$ cat config.mk
export PLATFORM = sky130hd
export DESIGN_NAME = lac_alert_cfg
export DESIGN_NICKNAME = d
export VERILOG_FILES = /design/src/inc/lac_pkg.sv /design/src/lac_fault_run.sv /design/src/lac_alert_cfg.sv
export SDC_FILE = /design/constraint.sdc
export NUM_CORES = 1
export LEC_CHECK = 0
export ABC_AREA = 1
export BUFFER_PORTS_ARGS = -buffer_cell sky130_fd_sc_hd__buf_2
export CAP_MARGIN = 20
export CORE_AREA = 2 2 119 121
export DETAILED_ROUTE_END_ITERATION = 10
export DIE_AREA = 0 0 121 123
export RECOVER_POWER = 25
export SLEW_MARGIN = 5
export SYNTH_ARGS = -nofsm -noshare
export SYNTH_HDL_FRONTEND = slang
export SYNTH_SLANG_ARGS = --single-unit
$ cat constraint.sdc
create_clock -name mclk -period 2.1 [get_ports mclk]
set_input_delay 0.21 -clock mclk [delete_from_list [all_inputs] [get_ports mclk]]
set_output_delay 0.21 -clock mclk [all_outputs]
set_load 0.05 [all_outputs]
$ cat src/inc/lac_pkg.sv
// package of constants and types for the light alert configuration block
package lac_pkg;

	// --------------------------------------------------------------------
	// register map
	// --------------------------------------------------------------------
	localparam logic [7:0] LAC_ADDR_RESULT = 8'h00;
	localparam logic [7:0] LAC_ADDR_CONFIG = 8'h01;

	// --------------------------------------------------------------------
	// configuration field positions
	// --------------------------------------------------------------------
	localparam int LAC_BIT_ABOVE = 6;
	localparam int LAC_BIT_BELOW = 5;
	localparam int LAC_BIT_LATCH = 4;
	localparam int LAC_BIT_SENSE = 3;
	localparam int LAC_BIT_MASK = 2;
	localparam int LAC_FQ_HI = 1;
	localparam int LAC_FQ_LO = 0;

	// --------------------------------------------------------------------
	// reset values
	// --------------------------------------------------------------------
	localparam logic LAC_RST_LATCH = 1'b1;
	localparam logic LAC_RST_SENSE = 1'b0;
	localparam logic LAC_RST_MASK = 1'b0;
	localparam logic [1:0] LAC_RST_FQ = 2'h0;

	// --------------------------------------------------------------------
	// widths and codes
	// --------------------------------------------------------------------
	localparam int LAC_DATA_W = 16;
	localparam int LAC_LUX_W = 27;
	localparam int LAC_RUN_W = 4;
	localparam int LAC_NFLAG = 2;
	localparam int LAC_IDX_ABOVE = 0;
	localparam int LAC_IDX_BELOW = 1;
	localparam logic [3:0] LAC_RANGE_AUTO = 4'hC;
	localparam logic [3:0] LAC_EXP_MASKED = 4'h0;
	localparam logic [LAC_RUN_W-1:0] LAC_RUN_ONE = 4'h1;
	localparam logic [LAC_DATA_W-1:0] LAC_RD_ZERO = 16'h0000;

	// --------------------------------------------------------------------
	// types
	// --------------------------------------------------------------------
	typedef struct packed {
		logic [3:0] exponent;
		logic [11:0] mantissa;
	} lac_result_t;

	typedef struct packed {
		logic latch_sel;
		logic alert_sense;
		logic exp_mask_on;
		logic [1:0] fault_qty;
	} lac_cfg_t;

	// exponent/mantissa to a common linear scale for comparison
	function automatic logic [LAC_LUX_W-1:0] lac_to_lux(input lac_result_t r);
		logic [LAC_LUX_W-1:0] base;
		base = {{(LAC_LUX_W-12){1'b0}}, r.mantissa};
		return base << r.exponent;
	endfunction

	// fault quantity code to required run length: 1, 2, 4, 8
	function automatic logic [LAC_RUN_W-1:0] lac_need(input logic [1:0] fq);
		return LAC_RUN_ONE << fq;
	endfunction

endpackage

$ cat src/lac_fault_run.sv
// consecutive fault run counter for one threshold direction
`timescale 1ns/10ps
module lac_fault_run
	import lac_pkg::*;
(
	input wire logic mclk,                       // system clock
	input wire logic reset_n,                    // async reset, active low
	input wire logic meas_stb,                   // one measurement finished
	input wire logic fault,                      // this measurement is a fault
	input wire logic [LAC_RUN_W-1:0] need,       // faults in a row required
	output logic hit                             // run reaches need at this measurement
);

	logic [LAC_RUN_W-1:0] run_ff;
	logic [LAC_RUN_W-1:0] nxt_run;
	logic [LAC_RUN_W:0] run_plus;

	// --------------------------------------------------------------------
	// run length
	// --------------------------------------------------------------------
	always_comb begin
		run_plus = {1'b0, run_ff} + {{LAC_RUN_W{1'b0}}, 1'b1};
		hit = meas_stb && fault && (run_plus >= {1'b0, need});
		nxt_run = run_ff;
		if (meas_stb) begin
			if (!fault) begin
				nxt_run = '0;
			end else if (run_ff < need) begin
				// saturate at need so a long fault run cannot wrap
				nxt_run = run_plus[LAC_RUN_W-1:0];
			end
		end
	end

	always_ff @(posedge mclk or negedge reset_n) begin
		if (!reset_n) begin
			run_ff <= '0;
		end else begin
			run_ff <= nxt_run;
		end
	end

endmodule

$ cat src/lac_alert_cfg.sv
// light alert configuration fields, threshold flags and alert pin
`timescale 1ns/10ps
module lac_alert_cfg
	import lac_pkg::*;
(
	input wire logic mclk,                          // system clock, 100 MHz
	input wire logic reset_n,                       // async reset, active low
	input wire logic [7:0] reg_addr,                // register address
	input wire logic [LAC_DATA_W-1:0] reg_wdata,    // register write data
	input wire logic reg_wr,                        // write strobe
	input wire logic reg_rd,                        // read strobe
	output logic [LAC_DATA_W-1:0] reg_rdata,        // read data, cycle after strobe
	input wire logic conv_done,                     // conversion finished pulse
	input wire lac_result_t conv_result,            // finished conversion value
	input wire logic [3:0] range_sel,               // full-scale range field
	input wire lac_result_t low_limit,              // low limit register value
	input wire lac_result_t high_limit,             // high limit register value
	input wire logic flag_clear,                    // user clearing event pulse
	output logic alert_level,                       // alert pin drive level
	output logic alert_oe,                          // alert pin output enable
	output logic above_ind,                         // above-limit flag
	output logic below_ind,                         // below-limit flag
	output lac_cfg_t cfg                            // configuration fields
);

	// --------------------------------------------------------------------
	// state
	// --------------------------------------------------------------------
	lac_cfg_t cfg_ff;
	lac_cfg_t nxt_cfg;
	lac_result_t result_ff;
	lac_result_t nxt_result;
	lac_result_t result_view;
	logic [LAC_DATA_W-1:0] rdata_ff;
	logic [LAC_DATA_W-1:0] nxt_rdata;
	logic [LAC_NFLAG-1:0] flag_ff;
	logic [LAC_NFLAG-1:0] nxt_flag;
	logic [LAC_NFLAG-1:0] fault;
	logic [LAC_NFLAG-1:0] hit;
	logic alert_oe_ff;
	logic nxt_alert_oe;
	logic [LAC_LUX_W-1:0] lux_meas;
	logic [LAC_LUX_W-1:0] lux_low;
	logic [LAC_LUX_W-1:0] lux_high;
	logic [LAC_RUN_W-1:0] need;
	logic alert_active;

	// --------------------------------------------------------------------
	// configuration register
	// --------------------------------------------------------------------
	always_comb begin
		nxt_cfg = cfg_ff;
		if (reg_wr && reg_addr == LAC_ADDR_CONFIG) begin
			// flag bits are read-only; writes to them are dropped
			nxt_cfg.latch_sel = reg_wdata[LAC_BIT_LATCH];
			nxt_cfg.alert_sense = reg_wdata[LAC_BIT_SENSE];
			nxt_cfg.exp_mask_on = reg_wdata[LAC_BIT_MASK];
			nxt_cfg.fault_qty = reg_wdata[LAC_FQ_HI:LAC_FQ_LO];
		end
	end

	always_ff @(posedge mclk or negedge reset_n) begin
		if (!reset_n) begin
			cfg_ff.latch_sel <= LAC_RST_LATCH;
			cfg_ff.alert_sense <= LAC_RST_SENSE;
			cfg_ff.exp_mask_on <= LAC_RST_MASK;
			cfg_ff.fault_qty <= LAC_RST_FQ;
		end else begin
			cfg_ff <= nxt_cfg;
		end
	end

	assign cfg = cfg_ff;

	// --------------------------------------------------------------------
	// captured result and masked view
	// --------------------------------------------------------------------
	always_comb begin
		nxt_result = result_ff;
		if (conv_done) begin
			nxt_result = conv_result;
		end
	end

	always_ff @(posedge mclk or negedge reset_n) begin
		if (!reset_n) begin
			result_ff <= '0;
		end else begin
			result_ff <= nxt_result;
		end
	end

	// masking only touches what software reads back
	always_comb begin
		result_view = result_ff;
		if (cfg_ff.exp_mask_on && range_sel < LAC_RANGE_AUTO) begin
			result_view.exponent = LAC_EXP_MASKED;
		end
	end

	// --------------------------------------------------------------------
	// comparison on the unmasked conversion
	// --------------------------------------------------------------------
	always_comb begin
		// compare the fresh conversion, never the masked view
		lux_meas = lac_to_lux(conv_result);
		lux_low = lac_to_lux(low_limit);
		lux_high = lac_to_lux(high_limit);
		fault[LAC_IDX_ABOVE] = lux_meas > lux_high;
		fault[LAC_IDX_BELOW] = lux_meas < lux_low;
		need = lac_need(cfg_ff.fault_qty);
	end

	// --------------------------------------------------------------------
	// fault runs and threshold flags
	// --------------------------------------------------------------------
	for (genvar i = 0; i < LAC_NFLAG; i++) begin : g_flag
		lac_fault_run u_run (
			.mclk(mclk),
			.reset_n(reset_n),
			.meas_stb(conv_done),
			.fault(fault[i]),
			.need(need),
			.hit(hit[i])
		);

		always_comb begin
			nxt_flag[i] = flag_ff[i];
			if (cfg_ff.latch_sel) begin
				// set beats a clear that lands in the same cycle
				if (hit[i]) begin
					nxt_flag[i] = 1'b1;
				end else if (flag_clear) begin
					nxt_flag[i] = 1'b0;
				end
			end else if (conv_done) begin
				nxt_flag[i] = hit[i];
			end
		end

		always_ff @(posedge mclk or negedge reset_n) begin
			if (!reset_n) begin
				flag_ff[i] <= 1'b0;
			end else begin
				flag_ff[i] <= nxt_flag[i];
			end
		end
	end

	assign above_ind = flag_ff[LAC_IDX_ABOVE];
	assign below_ind = flag_ff[LAC_IDX_BELOW];

	// --------------------------------------------------------------------
	// alert pin, open drain
	// --------------------------------------------------------------------
	always_comb begin
		alert_active = |nxt_flag;
		if (cfg_ff.alert_sense) begin
			// active high: hold low when idle, let the pull-up raise it
			nxt_alert_oe = !alert_active;
		end else begin
			nxt_alert_oe = alert_active;
		end
	end

	always_ff @(posedge mclk or negedge reset_n) begin
		if (!reset_n) begin
			alert_oe_ff <= 1'b0;
		end else begin
			alert_oe_ff <= nxt_alert_oe;
		end
	end

	assign alert_level = 1'b0;
	assign alert_oe = alert_oe_ff;

	// --------------------------------------------------------------------
	// read data
	// --------------------------------------------------------------------
	always_comb begin
		nxt_rdata = LAC_RD_ZERO;
		if (reg_rd) begin
			unique case (reg_addr)
				LAC_ADDR_RESULT: begin
					nxt_rdata = result_view;
				end
				LAC_ADDR_CONFIG: begin
					nxt_rdata[LAC_BIT_ABOVE] = flag_ff[LAC_IDX_ABOVE];
					nxt_rdata[LAC_BIT_BELOW] = flag_ff[LAC_IDX_BELOW];
					nxt_rdata[LAC_BIT_LATCH] = cfg_ff.latch_sel;
					nxt_rdata[LAC_BIT_SENSE] = cfg_ff.alert_sense;
					nxt_rdata[LAC_BIT_MASK] = cfg_ff.exp_mask_on;
					nxt_rdata[LAC_FQ_HI:LAC_FQ_LO] = cfg_ff.fault_qty;
				end
				default: begin
					// unmapped addresses read as zero
					nxt_rdata = LAC_RD_ZERO;
				end
			endcase
		end
	end

	always_ff @(posedge mclk or negedge reset_n) begin
		if (!reset_n) begin
			rdata_ff <= LAC_RD_ZERO;
		end else begin
			rdata_ff <= nxt_rdata;
		end
	end

	assign reg_rdata = rdata_ff;

endmodule

==> results of run 1 <==
==> power by group through the flow <==
stage          clock (W)  sequential [W]  combinational [W]
2_1_floorplan          0         0.00118            0.00105
6_report        0.000919         0.00108            0.00201
5_1_grt         0.000976         0.00109            0.00226
4_1_cts         0.000926         0.00107            0.00196
3_3_place_gp           0         0.00109            0.00180
3_5_place_dp           0         0.00109            0.00181
==> registers in the layout (all words and copies together) (netlist names) <==
signal	count
alert_oe	1
cfg	5
result_ff	16
above_ind	1
below_ind	1
reg_rdata	16
g_flag.u_run.run_ff	8
==> metal layers <==
metal	vias to the layer above	global-route usage
met5	-	0
met4	0	0.06032
met3	20	0.01661
met2	144	0.3919
met1	2716	0.2775
li1	3233	-
==> per-stage QoR <==
stage | total power [W] | hold slack (ns) | instance area [sq um] | utilization
4_1_cts | 0.003959 | 0.1528 | 7625 | 0.5602
6_report | 0.004001 | 0.1493 | 7737 | 0.5684
3_3_place_gp | 0.002892 | 0.1138 | 7073 | 0.5196
5_1_grt | 0.004323 | 0.1463 | 7737 | 0.5684
3_5_place_dp | 0.002905 | 0.1095 | 7073 | 0.5196
2_1_floorplan | 0.002225 | -0.08559 | 5527 | -
==> path summary, 6_finish.rpt <==
path	start	endpoint	slack (ns)	cells past startpoint
setup / recovery	conv_result[12]	g_flag[1].u_run.run_ff[3]$_DFFE_PN0P_	-0.41	18
hold / removal	reg_wdata[0]	cfg[0]$_DFFE_PN0P_	0.15	2
setup reg to reg	g_flag[0].u_run.run_ff[1]$_DFFE_PN0P_	alert_oe$_DFF_PN0_	0.06	12
hold reg to reg	result_ff[8]$_DFFE_PN0P_	reg_rdata[8]$_DFF_PN0_	0.50	2
max in group asynchronous	reset_n	result_ff[14]$_DFFE_PN0P_	0.81	3
min in group asynchronous	reset_n	result_ff[3]$_DFFE_PN0P_	0.48	2
==> logic make-up (layout without fill, tap and decap cells) <==
| logic type | count (synthesis) | in the layout | share of synthesized area |
|---|---|---|---|
| flip-flops | 48 | 48 | 0.2214 |
| other | 1 | 1 | 0.0006906 |
| AND/OR/NAND/NOR | 406 | 406 | 0.3270 |
| AO/OA/AOI/OAI | 189 | 189 | 0.1882 |
| XOR/XNOR | 4 | 4 | 0.006453 |
| multiplexers | 8 | 8 | 0.01521 |
| adder cells (fa/ha/maj) | 68 | 68 | 0.1567 |
| buffers and inverters | 106 | 325 | 0.08433 |
==> timing repair <==
action,CTS,global route
endpoints found under the setup margin,11,11
gates cloned,4,0
pin swaps,35,23
endpoints found under the hold margin,11,0
setup buffers,8,3
hold buffers,1,0
resized for setup,91,35
==> placed cells by master (no fill, tap or decap), types with 7 or more instances in the layout <==
cell,n
sky130_fd_sc_hd__nand3_1,59
sky130_fd_sc_hd__ha_1,65
sky130_fd_sc_hd__o21ai_2,27
sky130_fd_sc_hd__nand3_2,9
sky130_fd_sc_hd__inv_1,58
sky130_fd_sc_hd__dfrtp_1,47
sky130_fd_sc_hd__nor2_2,9
sky130_fd_sc_hd__nand4_1,8
sky130_fd_sc_hd__o21ai_1,37
sky130_fd_sc_hd__a21oi_1,30
sky130_fd_sc_hd__nand2_2,23
sky130_fd_sc_hd__nor2_1,38
sky130_fd_sc_hd__nor3_1,7
sky130_fd_sc_hd__o21ai_0,65
sky130_fd_sc_hd__buf_2,86
sky130_fd_sc_hd__nand2_1,231
sky130_fd_sc_hd__buf_4,148
==> area by class of cell <==
type | instances | area, sq um
Inverter | 69 | 290.3
Clock buffer | 5 | 125.1
Tap cell | 180 | 225.2
Clock inverter | 3 | 46.29
Timing Repair inverter | 2 | 16.27
Fill cell | 1341 | 5874
Sequential cell | 48 | 1202
Multi-Input combinational cell | 676 | 4108
Timing Repair Buffer | 246 | 1724
==> worst reg2reg max path, stage by stage (launching register included) <==
cell and delay, ns:
sky130_fd_sc_hd__dfrtp_1 0.43, sky130_fd_sc_hd__ha_1 0.31, sky130_fd_sc_hd__ha_1 0.28, sky130_fd_sc_hd__a21boi_0 0.19, sky130_fd_sc_hd__o21ai_0 0.10, sky130_fd_sc_hd__nand2_1 0.07
sky130_fd_sc_hd__nand2_1 0.05, sky130_fd_sc_hd__a31oi_1 0.16, sky130_fd_sc_hd__nand3_2 0.11, sky130_fd_sc_hd__nand2_2 0.10, sky130_fd_sc_hd__nor2_1 0.05, sky130_fd_sc_hd__nand2_1 0.05
sky130_fd_sc_hd__nand2_1 0.05
==> impl_metrics.xml, run 1 <==
<?xml version="1.0" encoding="UTF-8"?>
<metrics>
  <group name="outcome">
    <metric name="outcome" unit="">complete, but fails checks</metric>
    <metric name="violations" unit="">negative setup slack</metric>
  </group>
  <group name="logic_synthesis">
    <metric name="syn_nets" unit="">980</metric>
    <metric name="synth_largest_type_area_fraction" unit="">0.2166</metric>
    <metric name="post_synth_main_area_contributors" unit="">sky130_fd_sc_hd__dfrtp_1 (22%), sky130_fd_sc_hd__nand2_1 (17%), sky130_fd_sc_hd__ha_1 (16%), sky130_fd_sc_hd__o21ai_0 (11%), sky130_fd_sc_hd__nand3_1 (5.7%)</metric>
    <metric name="synthArstFlopShare" unit="">1.000</metric>
    <metric name="synth_top_flop_cell" unit="">sky130_fd_sc_hd__dfrtp_1</metric>
    <metric name="mappedNetlistArea" unit="sq um">5430</metric>
    <metric name="synthesis.area_per_instance" unit="sq um">6.542</metric>
    <metric name="netlist-cell-type-count" unit="">46</metric>
    <metric name="synth.most_common_cell" unit="">sky130_fd_sc_hd__nand2_1</metric>
    <metric name="yosys.area.top_type" unit="">sky130_fd_sc_hd__dfrtp_1</metric>
    <metric name="synth_enable_flop_cells" unit="">0</metric>
    <metric name="yosys_warnings" unit="">0</metric>
    <metric name="seq_area_frac_synth" unit="">0.2214</metric>
    <metric name="syn-instance-count" unit="">830</metric>
    <metric name="synth_commonest_cells" unit="">sky130_fd_sc_hd__nand2_1 (241), sky130_fd_sc_hd__o21ai_0 (122), sky130_fd_sc_hd__ha_1 (68), sky130_fd_sc_hd__nand3_1 (62), sky130_fd_sc_hd__inv_1 (60)</metric>
    <metric name="ys_seq_elements" unit="">48</metric>
  </group>
  <group name="detailed_routing">
    <metric name="iteration_count_of_the_initial_detailed_routing_pass" unit="">5</metric>
    <metric name="drtAntennaViolNets" unit="">0</metric>
    <metric name="vias" unit="">6113</metric>
    <metric name="detailedRoute.firstIterationViolations" unit="">303</metric>
    <metric name="met3_wirelength" unit="um">590</metric>
    <metric name="met1_length" unit="um">7476</metric>
    <metric name="routed-wl-met2" unit="um">7648</metric>
    <metric name="top_sig_layer" unit="">met4</metric>
    <metric name="avgViaCountPerCell" unit="">4.974</metric>
    <metric name="drc_errors" unit="">0</metric>
    <metric name="routedWlPerCell" unit="um">13.01</metric>
    <metric name="final_wl" unit="um">16000</metric>
  </group>
  <group name="cells_and_area">
    <metric name="nNetsFinal" unit="">1198</metric>
    <metric name="drive_gt1_frac" unit="">0.3556</metric>
    <metric name="synthesis_to_finish_area_growth" unit="%">42.49</metric>
    <metric name="stdcell_count" unit="">1229</metric>
    <metric name="diodes" unit="">0</metric>
  </group>
  <group name="floorplan">
    <metric name="die_height" unit="um">123</metric>
    <metric name="ioPinCount" unit="">107</metric>
    <metric name="core" unit="sq um">13610</metric>
    <metric name="chipWidth" unit="um">121</metric>
    <metric name="initial_core_util" unit="">0.3989</metric>
    <metric name="row_count" unit="">43</metric>
    <metric name="fp.dieArea" unit="sq um">14880</metric>
  </group>
  <group name="critical_path">
    <metric name="timing.critical_path.cells" unit="">buf_12 &gt; buf_12 &gt; mux2i_4 &gt; nand2_1 &gt; o21ai_2 &gt; nand2_1 &gt; o21ai_2 &gt; mux2i_2 &gt; ha_1 &gt; a21oi_1 &gt; o21ai_1 &gt; nand2_1 &gt; o211ai_1 &gt; a221oi_2 &gt; nand2_2 &gt; o21ai_4 &gt; nand2_1 &gt; o21ai_1</metric>
    <metric name="setup.worst_path.class" unit="">in -&gt; reg</metric>
    <metric name="worst_path_dominant_cell_family" unit="">compound AO/OA/AOI/OAI gates</metric>
    <metric name="worst_path_max_delay_cell" unit="">sky130_fd_sc_hd__a221oi_2</metric>
    <metric name="path_buf_inv" unit="">2</metric>
    <metric name="worst_setup_path_end_kind" unit="">flip-flop</metric>
    <metric name="crit_fanout" unit="">8</metric>
    <metric name="arrival" unit="ns">2.73</metric>
    <metric name="path_common_cell" unit="">sky130_fd_sc_hd__nand2_1</metric>
    <metric name="worst_ep_required_time" unit="ns">2.32</metric>
    <metric name="critical_path.max_stage_delay" unit="ns">0.32</metric>
    <metric name="setup.worst_path.start_class" unit="">primary input</metric>
  </group>
  <group name="cts">
    <metric name="root_buffer" unit="">sky130_fd_sc_hd__clkbuf_16</metric>
    <metric name="clk_pin_slew_worst_paths" unit="ns">0.07</metric>
    <metric name="numCtsBuffers" unit="">5</metric>
    <metric name="cts_tree" unit="">done</metric>
    <metric name="sinks_on_clock_net" unit="">48</metric>
    <metric name="ctsLongestPathBuffers" unit="">2</metric>
    <metric name="cts-htree-levels" unit="">2</metric>
    <metric name="clk-insertion-delay-late" unit="ns">0.29</metric>
  </group>
  <group name="placed_design">
    <metric name="place_worst_setup_slack" unit="ns">-0.8867</metric>
    <metric name="dp.cells" unit="">1205</metric>
    <metric name="globalplace.congestion" unit="">0.9395</metric>
    <metric name="dp.final_hpwl" unit="um">13060</metric>
    <metric name="port-buffer-count" unit="">92</metric>
  </group>
  <group name="sta">
    <metric name="worst_slew_margin_rel" unit="">0.5195</metric>
    <metric name="totalNegativeSetupSlack" unit="ns">-3.999</metric>
    <metric name="unrepaired_setup_endpoints_after_global_routing" unit="">yes</metric>
    <metric name="setup_slack" unit="ns">-0.4101</metric>
    <metric name="finalCritPeriodShare" unit="">1.195</metric>
    <metric name="finalWorstPathRequiredPeriod" unit="ns">2.510</metric>
    <metric name="finalClockSkew" unit="ns">0.004859</metric>
    <metric name="slew_viol_final" unit="">0</metric>
    <metric name="timing_hold_violations_final" unit="">0</metric>
    <metric name="transition_time_at_the_pin_with_the_least_slew_margin" unit="ns">0.7207</metric>
    <metric name="fmax" unit="GHz">0.3984</metric>
    <metric name="finalSetupViolations" unit="">11</metric>
  </group>
  <group name="pwr">
    <metric name="share_clk_of_total_power" unit="">0.230</metric>
    <metric name="power_per_cell_area" unit="nW/um^2">517.1</metric>
    <metric name="internal_power" unit="W">0.002450</metric>
    <metric name="leakage" unit="nW">4.070</metric>
    <metric name="total_switching_power" unit="W">0.001551</metric>
    <metric name="vdd_drop_max" unit="mV">0.3718</metric>
    <metric name="switching_share" unit="">0.3877</metric>
    <metric name="comb_power_share" unit="">0.501</metric>
    <metric name="seq_power_share" unit="">0.269</metric>
  </group>
  <group name="global_route">
    <metric name="grtUsageTotal" unit="">0.2167</metric>
    <metric name="antenna_found_initial" unit="">0</metric>
    <metric name="number_of_global_route_vias_before_repair" unit="">5855</metric>
    <metric name="gr-total-overflow" unit="">0</metric>
    <metric name="pin_count_of_the_biggest_net_entering_global_routing" unit="">35</metric>
    <metric name="grt_pass1_wl" unit="um">26250</metric>
  </group>
  <group name="job">
    <metric name="max_cap_viol_count" unit="">0</metric>
  </group>
  <group name="min_path">
    <metric name="worst_hold_path_type" unit="">in -&gt; reg</metric>
  </group>
</metrics>
No activity file was read; power rests on OpenSTA's default activity.
==> run 2: changes to the inputs <==
--- a/config.mk
+++ b/config.mk
@@ -6,7 +6,7 @@
 export NUM_CORES = 1
 export LEC_CHECK = 0
 export ABC_AREA = 1
-export BUFFER_PORTS_ARGS = -buffer_cell sky130_fd_sc_hd__buf_2
+export BUFFER_PORTS_ARGS = -buffer_cell sky130_fd_sc_hd__clkbuf_2
 export CAP_MARGIN = 20
 export CORE_AREA = 2 2 119 121
 export DETAILED_ROUTE_END_ITERATION = 10
==> run 2 against run 1 <==
Against the previous run:
- wire length rose by 1.2%
- first-iteration DRC count is 11% lower
- via count rose by 1.8%
- clock skew decreased by 0.0023 ns
- the flow still finishes with violations (negative setup slack)
- fmax increased by 1.1%
==> impl_metrics.xml, run 2 (synthesis gave the netlist of run 1 again) <==
<?xml version="1.0" encoding="UTF-8"?>
<metrics>
  <group name="outcome">
    <metric name="outcome" unit="">complete, but fails checks</metric>
    <metric name="violations" unit="">negative setup slack</metric>
  </group>
  <group name="detailed_routing">
    <metric name="drtAntennaViolNets" unit="">0</metric>
    <metric name="routedWlPerCell" unit="um">13.07</metric>
    <metric name="avgViaCountPerCell" unit="">5.022</metric>
    <metric name="drc_errors" unit="">0</metric>
    <metric name="vias" unit="">6222</metric>
    <metric name="iteration_count_of_the_initial_detailed_routing_pass" unit="">5</metric>
    <metric name="final_wl" unit="um">16190</metric>
    <metric name="detailedRoute.firstIterationViolations" unit="">269</metric>
  </group>
  <group name="placed_design">
    <metric name="dp.final_hpwl" unit="um">13170</metric>
    <metric name="globalplace.congestion" unit="">0.9830</metric>
    <metric name="dp.cells" unit="">1209</metric>
    <metric name="port-buffer-count" unit="">92</metric>
    <metric name="place_worst_setup_slack" unit="ns">-0.9597</metric>
  </group>
  <group name="floorplan">
    <metric name="core" unit="sq um">13610</metric>
    <metric name="ioPinCount" unit="">107</metric>
    <metric name="initial_core_util" unit="">0.3989</metric>
    <metric name="fp.dieArea" unit="sq um">14880</metric>
    <metric name="chipWidth" unit="um">121</metric>
    <metric name="die_height" unit="um">123</metric>
    <metric name="row_count" unit="">43</metric>
  </group>
  <group name="critical_path">
    <metric name="arrival" unit="ns">2.70</metric>
    <metric name="crit_fanout" unit="">8</metric>
    <metric name="worst_setup_path_end_kind" unit="">flip-flop</metric>
    <metric name="setup.worst_path.class" unit="">in -&gt; reg</metric>
    <metric name="worst_path_max_delay_cell" unit="">sky130_fd_sc_hd__a221oi_2</metric>
    <metric name="timing.critical_path.cells" unit="">clkbuf_16 &gt; buf_12 &gt; mux2i_2 &gt; nand2_1 &gt; o21ai_2 &gt; inv_1 &gt; o21ai_2 &gt; nand2_1 &gt; o21ai_2 &gt; ha_1 &gt; a21oi_2 &gt; o21ai_1 &gt; nand2_1 &gt; o211ai_1 &gt; a221oi_2 &gt; nand2_2 &gt; o21ai_4 &gt; nand2_1 &gt; o21ai_1</metric>
    <metric name="worst_ep_required_time" unit="ns">2.32</metric>
    <metric name="setup.worst_path.start_class" unit="">primary input</metric>
    <metric name="path_common_cell" unit="">sky130_fd_sc_hd__nand2_1</metric>
    <metric name="critical_path.max_stage_delay" unit="ns">0.32</metric>
  </group>
  <group name="sta">
    <metric name="worst_slew_margin_rel" unit="">0.2227</metric>
    <metric name="fin_worst_hold_slack" unit="ns">0.1485</metric>
    <metric name="fmax" unit="GHz">0.4029</metric>
    <metric name="totalNegativeSetupSlack" unit="ns">-3.175</metric>
    <metric name="finalSetupViolations" unit="">11</metric>
    <metric name="finalClockSkew" unit="ns">0.002595</metric>
    <metric name="slew_viol_final" unit="">0</metric>
    <metric name="finalWorstPathRequiredPeriod" unit="ns">2.482</metric>
    <metric name="transition_time_at_the_pin_with_the_least_slew_margin" unit="ns">1.166</metric>
    <metric name="unrepaired_setup_endpoints_after_global_routing" unit="">yes</metric>
    <metric name="setup_slack" unit="ns">-0.3821</metric>
    <metric name="finalCritPeriodShare" unit="">1.182</metric>
    <metric name="timing_hold_violations_final" unit="">0</metric>
  </group>
  <group name="global_route">
    <metric name="grtUsageTotal" unit="">0.2199</metric>
    <metric name="pin_count_of_the_biggest_net_entering_global_routing" unit="">49</metric>
    <metric name="gr-total-overflow" unit="">0</metric>
    <metric name="antenna_found_initial" unit="">0</metric>
    <metric name="number_of_global_route_vias_before_repair" unit="">5836</metric>
    <metric name="grt_pass1_wl" unit="um">26540</metric>
  </group>
  <group name="cells_and_area">
    <metric name="final_common_cell" unit="">sky130_fd_sc_hd__nand2_1</metric>
    <metric name="diodes" unit="">0</metric>
    <metric name="layout.cells.most_common_list" unit="">sky130_fd_sc_hd__nand2_1 (224), sky130_fd_sc_hd__buf_4 (149), sky130_fd_sc_hd__clkbuf_2 (89), sky130_fd_sc_hd__nand3_1 (58), sky130_fd_sc_hd__ha_1 (58)</metric>
    <metric name="drive_gt1_frac" unit="">0.4004</metric>
    <metric name="nNetsFinal" unit="">1208</metric>
    <metric name="synthesis_to_finish_area_growth" unit="%">48.80</metric>
    <metric name="stdcell_count" unit="">1239</metric>
  </group>
  <group name="job">
    <metric name="max_cap_viol_count" unit="">0</metric>
  </group>
  <group name="cts">
    <metric name="numCtsBuffers" unit="">5</metric>
    <metric name="cts_tree" unit="">done</metric>
    <metric name="clk_pin_slew_worst_paths" unit="ns">0.06</metric>
    <metric name="ctsLongestPathBuffers" unit="">2</metric>
    <metric name="sinks_on_clock_net" unit="">48</metric>
    <metric name="cts-htree-levels" unit="">2</metric>
    <metric name="clk-insertion-delay-late" unit="ns">0.29</metric>
    <metric name="root_buffer" unit="">sky130_fd_sc_hd__clkbuf_16</metric>
  </group>
  <group name="pwr">
    <metric name="post-layout-total-power" unit="W">0.004095</metric>
    <metric name="power_per_cell_area" unit="nW/um^2">506.8</metric>
    <metric name="vdd_drop_max" unit="mV">0.2824</metric>
    <metric name="leakage" unit="nW">4.179</metric>
  </group>
  <group name="min_path">
    <metric name="worst_hold_path_type" unit="">in -&gt; reg</metric>
  </group>
</metrics>
## run 2: changes by cell type in the layout (fill, tap and decap cells not counted), sizes merged
| cell | delta |
|---|---|
| bufinv | -1 |
| clkinvlp | +3 |
| dlygate4sd3 | -1 |
| clkbuf | +92 |
| buf | -79 |
| inv | -4 |
## run 2: metrics by stage
step	utilization	area [sq um]
detailed placement	0.5228	7116
CTS	0.5803	7899
floorplan	-	5527
global placement	0.5228	7116
global route	0.5936	8080
finish	0.5936	8080
## run 2: worst paths after layout
path,startpoint,to,slack [ns],depth (start not counted)
min,reg_wdata[4],cfg[4]$_DFFE_PN1P_,0.15,3
min reg2reg,result_ff[11]$_DFFE_PN0P_,reg_rdata[11]$_DFF_PN0_,0.48,2
max,low_limit[12],g_flag[1].u_run.run_ff[1]$_DFFE_PN0P_,-0.38,19
max reg2reg,g_flag[0].u_run.run_ff[0]$_DFFE_PN0P_,alert_oe$_DFF_PN0_,0.11,12
min in group asynchronous,reset_n,g_flag[0].u_run.run_ff[0]$_DFFE_PN0P_,0.23,2
max in group asynchronous,reset_n,result_ff[8]$_DFFE_PN0P_,1.15,2
## run 2: what timing repair did
action	4_1_cts	5_1_grt
hold buffers	0	0
setup buffers	14	6
endpoints found under the setup margin	11	11
cloned	2	0
resized for setup	165	35
pin swaps	71	25
## run 2: metal layers
layer | wire length, um | vias to the layer above | part of all wire | track usage
li1 | - | 3261 | - | -
met1 | 7430 | 2798 | 0.46 | 0.2862
met2 | 7719 | 137 | 0.48 | 0.3834
met3 | 579 | 26 | 0.036 | 0.01799
met4 | 463 | 0 | 0.029 | 0.07631
met5 | 0 | - | 0 | 0
## run 2: layout make-up
type,count,area [sq um]
Timing Repair inverter,1,7.507
Fill cell,1282,5532
Multi-Input combinational cell,676,4315
Tap cell,180,225.2
Clock buffer,6,138.9
Clock inverter,2,15.01
Timing Repair Buffer,257,1881
Inverter,69,295.3
Sequential cell,48,1202
## run 2: where the power goes
group	leakage (nW)	switching [W]	internal (W)
clock network	0.0691	0.000342	0.000473
registers	0.619	0.0000602	0.00102
logic	3.49	0.00122	0.000985
## run 2: critical path, delay by kind of cell
kind,cells,cell delay [ns]
AOI/OAI and AO/OA,9,1.25
adders and majority gates,1,0.27
buffers and inverters,3,0.33
and+or+nand+nor,5,0.43
muxes,1,0.18
==> run 3: changes to the inputs <==
--- a/config.mk
+++ b/config.mk
@@ -8,9 +8,10 @@
 export ABC_AREA = 1
 export BUFFER_PORTS_ARGS = -buffer_cell sky130_fd_sc_hd__clkbuf_2
 export CAP_MARGIN = 20
-export CORE_AREA = 2 2 119 121
+export CORE_AREA = 2 2 106 108
 export DETAILED_ROUTE_END_ITERATION = 10
-export DIE_AREA = 0 0 121 123
+export DIE_AREA = 0 0 108 110
+export PLACE_DENSITY = 0.74
 export RECOVER_POWER = 25
 export SLEW_MARGIN = 5
 export SYNTH_ARGS = -nofsm -noshare
==> run 3 against run 2 <==
Against the previous run:
- the flow still finishes with violations (negative setup slack)
- core utilization is 15 points higher
- clock-buffer cell count stayed put
- wire length is 6.7% higher
- flip-flop and latch count stayed put
- via count is 3.3% higher
- critical path depth is 1 lower
- final area is 2.1% lower
- final cell count is 5.5% lower
- critical endpoint is now alert_oe$_DFF_PN0_
- largest cell class unchanged
==> impl_metrics.xml, run 3 (synthesis gave the netlist of run 1 again) <==
<?xml version="1.0" encoding="UTF-8"?>
<metrics>
  <group name="critical_path">
    <metric name="crit-reg2reg-launch" unit="">cfg[1]$_DFFE_PN0P_</metric>
    <metric name="arrival" unit="ns">2.73</metric>
    <metric name="worst_setup_path_end_kind" unit="">flip-flop</metric>
    <metric name="setup.worst_path.start_class" unit="">primary input</metric>
    <metric name="worst_ep_required_time" unit="ns">2.30</metric>
    <metric name="r2r_slack" unit="ns">0.02</metric>
    <metric name="timing.critical_path.cells" unit="">clkbuf_16 &gt; mux2i_4 &gt; nand2_1 &gt; o21ai_2 &gt; nand2_2 &gt; o21ai_4 &gt; nor2_4 &gt; ha_4 &gt; nand2_4 &gt; buf_4 &gt; nor4_1 &gt; and3_1 &gt; nand4_1 &gt; buf_4 &gt; nand3_2 &gt; nand2_2 &gt; o21ai_1 &gt; nand2_1</metric>
    <metric name="crit_fanout" unit="">8</metric>
    <metric name="rr_endpoint" unit="">alert_oe$_DFF_PN0_</metric>
    <metric name="worst_path_max_delay_cell" unit="">sky130_fd_sc_hd__nor4_1</metric>
    <metric name="ff2ff_path_depth" unit="">12</metric>
    <metric name="setup.worst_path.class" unit="">in -&gt; reg</metric>
    <metric name="critical_path.max_stage_delay" unit="ns">0.38</metric>
  </group>
  <group name="floorplan">
    <metric name="fp.dieArea" unit="sq um">11880</metric>
    <metric name="initial_core_util" unit="">0.5076</metric>
    <metric name="row_count" unit="">38</metric>
    <metric name="ioPinCount" unit="">107</metric>
    <metric name="chipWidth" unit="um">108</metric>
    <metric name="core" unit="sq um">10700</metric>
    <metric name="die_height" unit="um">110</metric>
  </group>
  <group name="cells_and_area">
    <metric name="layout.cells.most_common_list" unit="">sky130_fd_sc_hd__nand2_1 (208), sky130_fd_sc_hd__buf_4 (127), sky130_fd_sc_hd__clkbuf_2 (90), sky130_fd_sc_hd__ha_1 (58), sky130_fd_sc_hd__nand3_1 (55)</metric>
    <metric name="final_common_cell" unit="">sky130_fd_sc_hd__nand2_1</metric>
    <metric name="area.sequential" unit="sq um">1202</metric>
    <metric name="finish.instance_area" unit="sq um">7911</metric>
    <metric name="fillers" unit="">871</metric>
    <metric name="drive_gt1_frac" unit="">0.4025</metric>
    <metric name="diodes" unit="">0</metric>
    <metric name="multi_input_area" unit="sq um">4494</metric>
    <metric name="synthesis_to_finish_area_growth" unit="%">45.69</metric>
    <metric name="nNetsFinal" unit="">1180</metric>
  </group>
  <group name="cts">
    <metric name="clk_pin_slew_worst_paths" unit="ns">0.09</metric>
    <metric name="clk-insertion-delay-late" unit="ns">0.30</metric>
    <metric name="cts-htree-levels" unit="">2</metric>
    <metric name="root_buffer" unit="">sky130_fd_sc_hd__clkbuf_8</metric>
    <metric name="numCtsBuffers" unit="">5</metric>
    <metric name="sinks_on_clock_net" unit="">48</metric>
    <metric name="cts_tree" unit="">done</metric>
    <metric name="ctsLongestPathBuffers" unit="">2</metric>
  </group>
  <group name="sta">
    <metric name="fmax" unit="GHz">0.3940</metric>
    <metric name="timing_hold_violations_final" unit="">0</metric>
    <metric name="unrepaired_setup_endpoints_after_global_routing" unit="">yes</metric>
    <metric name="slew_viol_final" unit="">0</metric>
    <metric name="finalCritPeriodShare" unit="">1.209</metric>
    <metric name="transition_time_at_the_pin_with_the_least_slew_margin" unit="ns">1.161</metric>
    <metric name="finalWorstPathRequiredPeriod" unit="ns">2.538</metric>
    <metric name="setup_slack" unit="ns">-0.4383</metric>
    <metric name="worst_slew_margin_rel" unit="">0.2259</metric>
    <metric name="finalClockSkew" unit="ns">0.008056</metric>
    <metric name="finalSetupViolations" unit="">11</metric>
  </group>
  <group name="placed_design">
    <metric name="placedInstanceArea" unit="sq um">6893</metric>
    <metric name="port-buffer-count" unit="">92</metric>
    <metric name="globalplace.congestion" unit="">1.049</metric>
    <metric name="dp.final_hpwl" unit="um">12690</metric>
  </group>
  <group name="detailed_routing">
    <metric name="detailedRoute.firstIterationViolations" unit="">350</metric>
    <metric name="vias" unit="">6430</metric>
    <metric name="drc_errors" unit="">0</metric>
    <metric name="drtAntennaViolNets" unit="">0</metric>
    <metric name="top_sig_layer" unit="">met4</metric>
    <metric name="routed-wl-met2" unit="um">8340</metric>
    <metric name="iteration_count_of_the_initial_detailed_routing_pass" unit="">5</metric>
    <metric name="met3_wirelength" unit="um">815</metric>
    <metric name="avgViaCountPerCell" unit="">5.491</metric>
    <metric name="routedWlPerCell" unit="um">14.75</metric>
    <metric name="final_wl" unit="um">17280</metric>
    <metric name="met1_length" unit="um">7576</metric>
  </group>
  <group name="global_route">
    <metric name="grt_pass1_wl" unit="um">26670</metric>
    <metric name="gr-total-overflow" unit="">0</metric>
    <metric name="antenna_found_initial" unit="">0</metric>
    <metric name="grtUsageTotal" unit="">0.2771</metric>
    <metric name="pin_count_of_the_biggest_net_entering_global_routing" unit="">49</metric>
    <metric name="number_of_global_route_vias_before_repair" unit="">5910</metric>
  </group>
  <group name="outcome">
    <metric name="outcome" unit="">complete, but fails checks</metric>
    <metric name="violations" unit="">negative setup slack</metric>
  </group>
  <group name="min_path">
    <metric name="worst_hold_path_type" unit="">in -&gt; reg</metric>
    <metric name="timing.hold.worst_path_depth" unit="">2</metric>
    <metric name="hold_path.startpoint" unit="">reg_wdata[0]</metric>
    <metric name="min_to" unit="">cfg[0]$_DFFE_PN0P_</metric>
  </group>
  <group name="pwr">
    <metric name="vdd_drop_max" unit="mV">0.4845</metric>
    <metric name="post-layout-total-power" unit="W">0.004093</metric>
    <metric name="power_per_cell_area" unit="nW/um^2">517.3</metric>
    <metric name="leakage" unit="nW">4.037</metric>
  </group>
  <group name="job">
    <metric name="max_cap_viol_count" unit="">0</metric>
  </group>
</metrics>
run 3: changes by cell type in the layout (fill, tap and decap cells not counted), sizes merged:
cell and change:
buf -27, bufinv +2, clkbuf -1, clkinv +1, clkinvlp -4, inv +1
run 3: worst max-delay path by stage:
| stage | startpoint | end | slack, ns | cells after the start |
|---|---|---|---|---|
| 6_report | conv_result[12] | alert_oe$_DFF_PN0_ | -0.44 | 18 |
| 5_1_grt | conv_result[12] | g_flag[0].u_run.run_ff[1]$_DFFE_PN0P_ | -0.57 | 19 |
| 4_1_cts | conv_result[12] | g_flag[1].u_run.run_ff[0]$_DFFE_PN0P_ | -0.27 | 17 |
| 3_5_place_dp | conv_result[12] | g_flag[1].u_run.run_ff[3]$_DFFE_PN0P_ | -0.93 | 18 |
| 3_3_place_gp | conv_result[12] | g_flag[1].u_run.run_ff[1]$_DFFE_PN0P_ | -0.90 | 18 |
| 2_1_floorplan | conv_result[12] | g_flag[0].u_run.run_ff[0]$_DFFE_PN0P_ | -0.32 | 19 |
run 3: report_power, final:
part           internal (W)  switching, W  total (W)
clock              0.000476      0.000318   0.000794
sequential          0.00102     0.0000613    0.00108
combinational      0.000946       0.00128    0.00222
total               0.00244       0.00166    0.00409
run 3: layout make-up:
class,instances,area share
Multi-Input combinational cell,676,0.5681
Timing Repair Buffer,229,0.2021
Sequential cell,48,0.1520
Inverter,69,0.03796
Tap cell,140,0.02214
Clock buffer,6,0.009173
Clock inverter,2,0.007591
Timing Repair inverter,1,0.0009489
run 3: what timing repair did:
| action | CTS | global route |
|---|---|---|
| cloned | 1 | 0 |
| pin swaps | 30 | 36 |
| hold buffers | 0 | 0 |
| buffers inserted | 6 | 5 |
| endpoints found under the setup margin | 11 | 11 |
| hold endpoints to repair | 0 | 0 |
| gates resized for setup | 112 | 123 |
run 3: metal layers:
layer	GRT usage	vias to the layer above
li1	-	3199
met1	0.3745	2987
met2	0.4677	199
met3	0.02998	45
met4	0.08608	0
met5	0	-
run 3: worst max-delay path: cells and delay by family:
kind,cells,cell delay [ns]
fa+ha+maj,1,0.29
buf+inv,3,0.45
compound gates,3,0.33
mux,1,0.25
simple gates,10,1.19
run 3: stage by stage:
stage | setup WS, ns | utilization | hold WS [ns] | setup TNS, ns | instances
5_1_grt | -0.5675 | 0.7395 | 0.1399 | -5.694 | 1171
4_1_cts | -0.2715 | 0.6964 | 0.02294 | -2.344 | 1166
6_report | -0.4383 | 0.7395 | 0.1441 | -4.198 | 1171
3_3_place_gp | -0.9046 | 0.6443 | 0.3366 | -9.386 | 1151
3_5_place_dp | -0.9310 | 0.6443 | 0.3459 | -9.583 | 1151
2_1_floorplan | -0.3249 | - | -0.08559 | -2.888 | 830
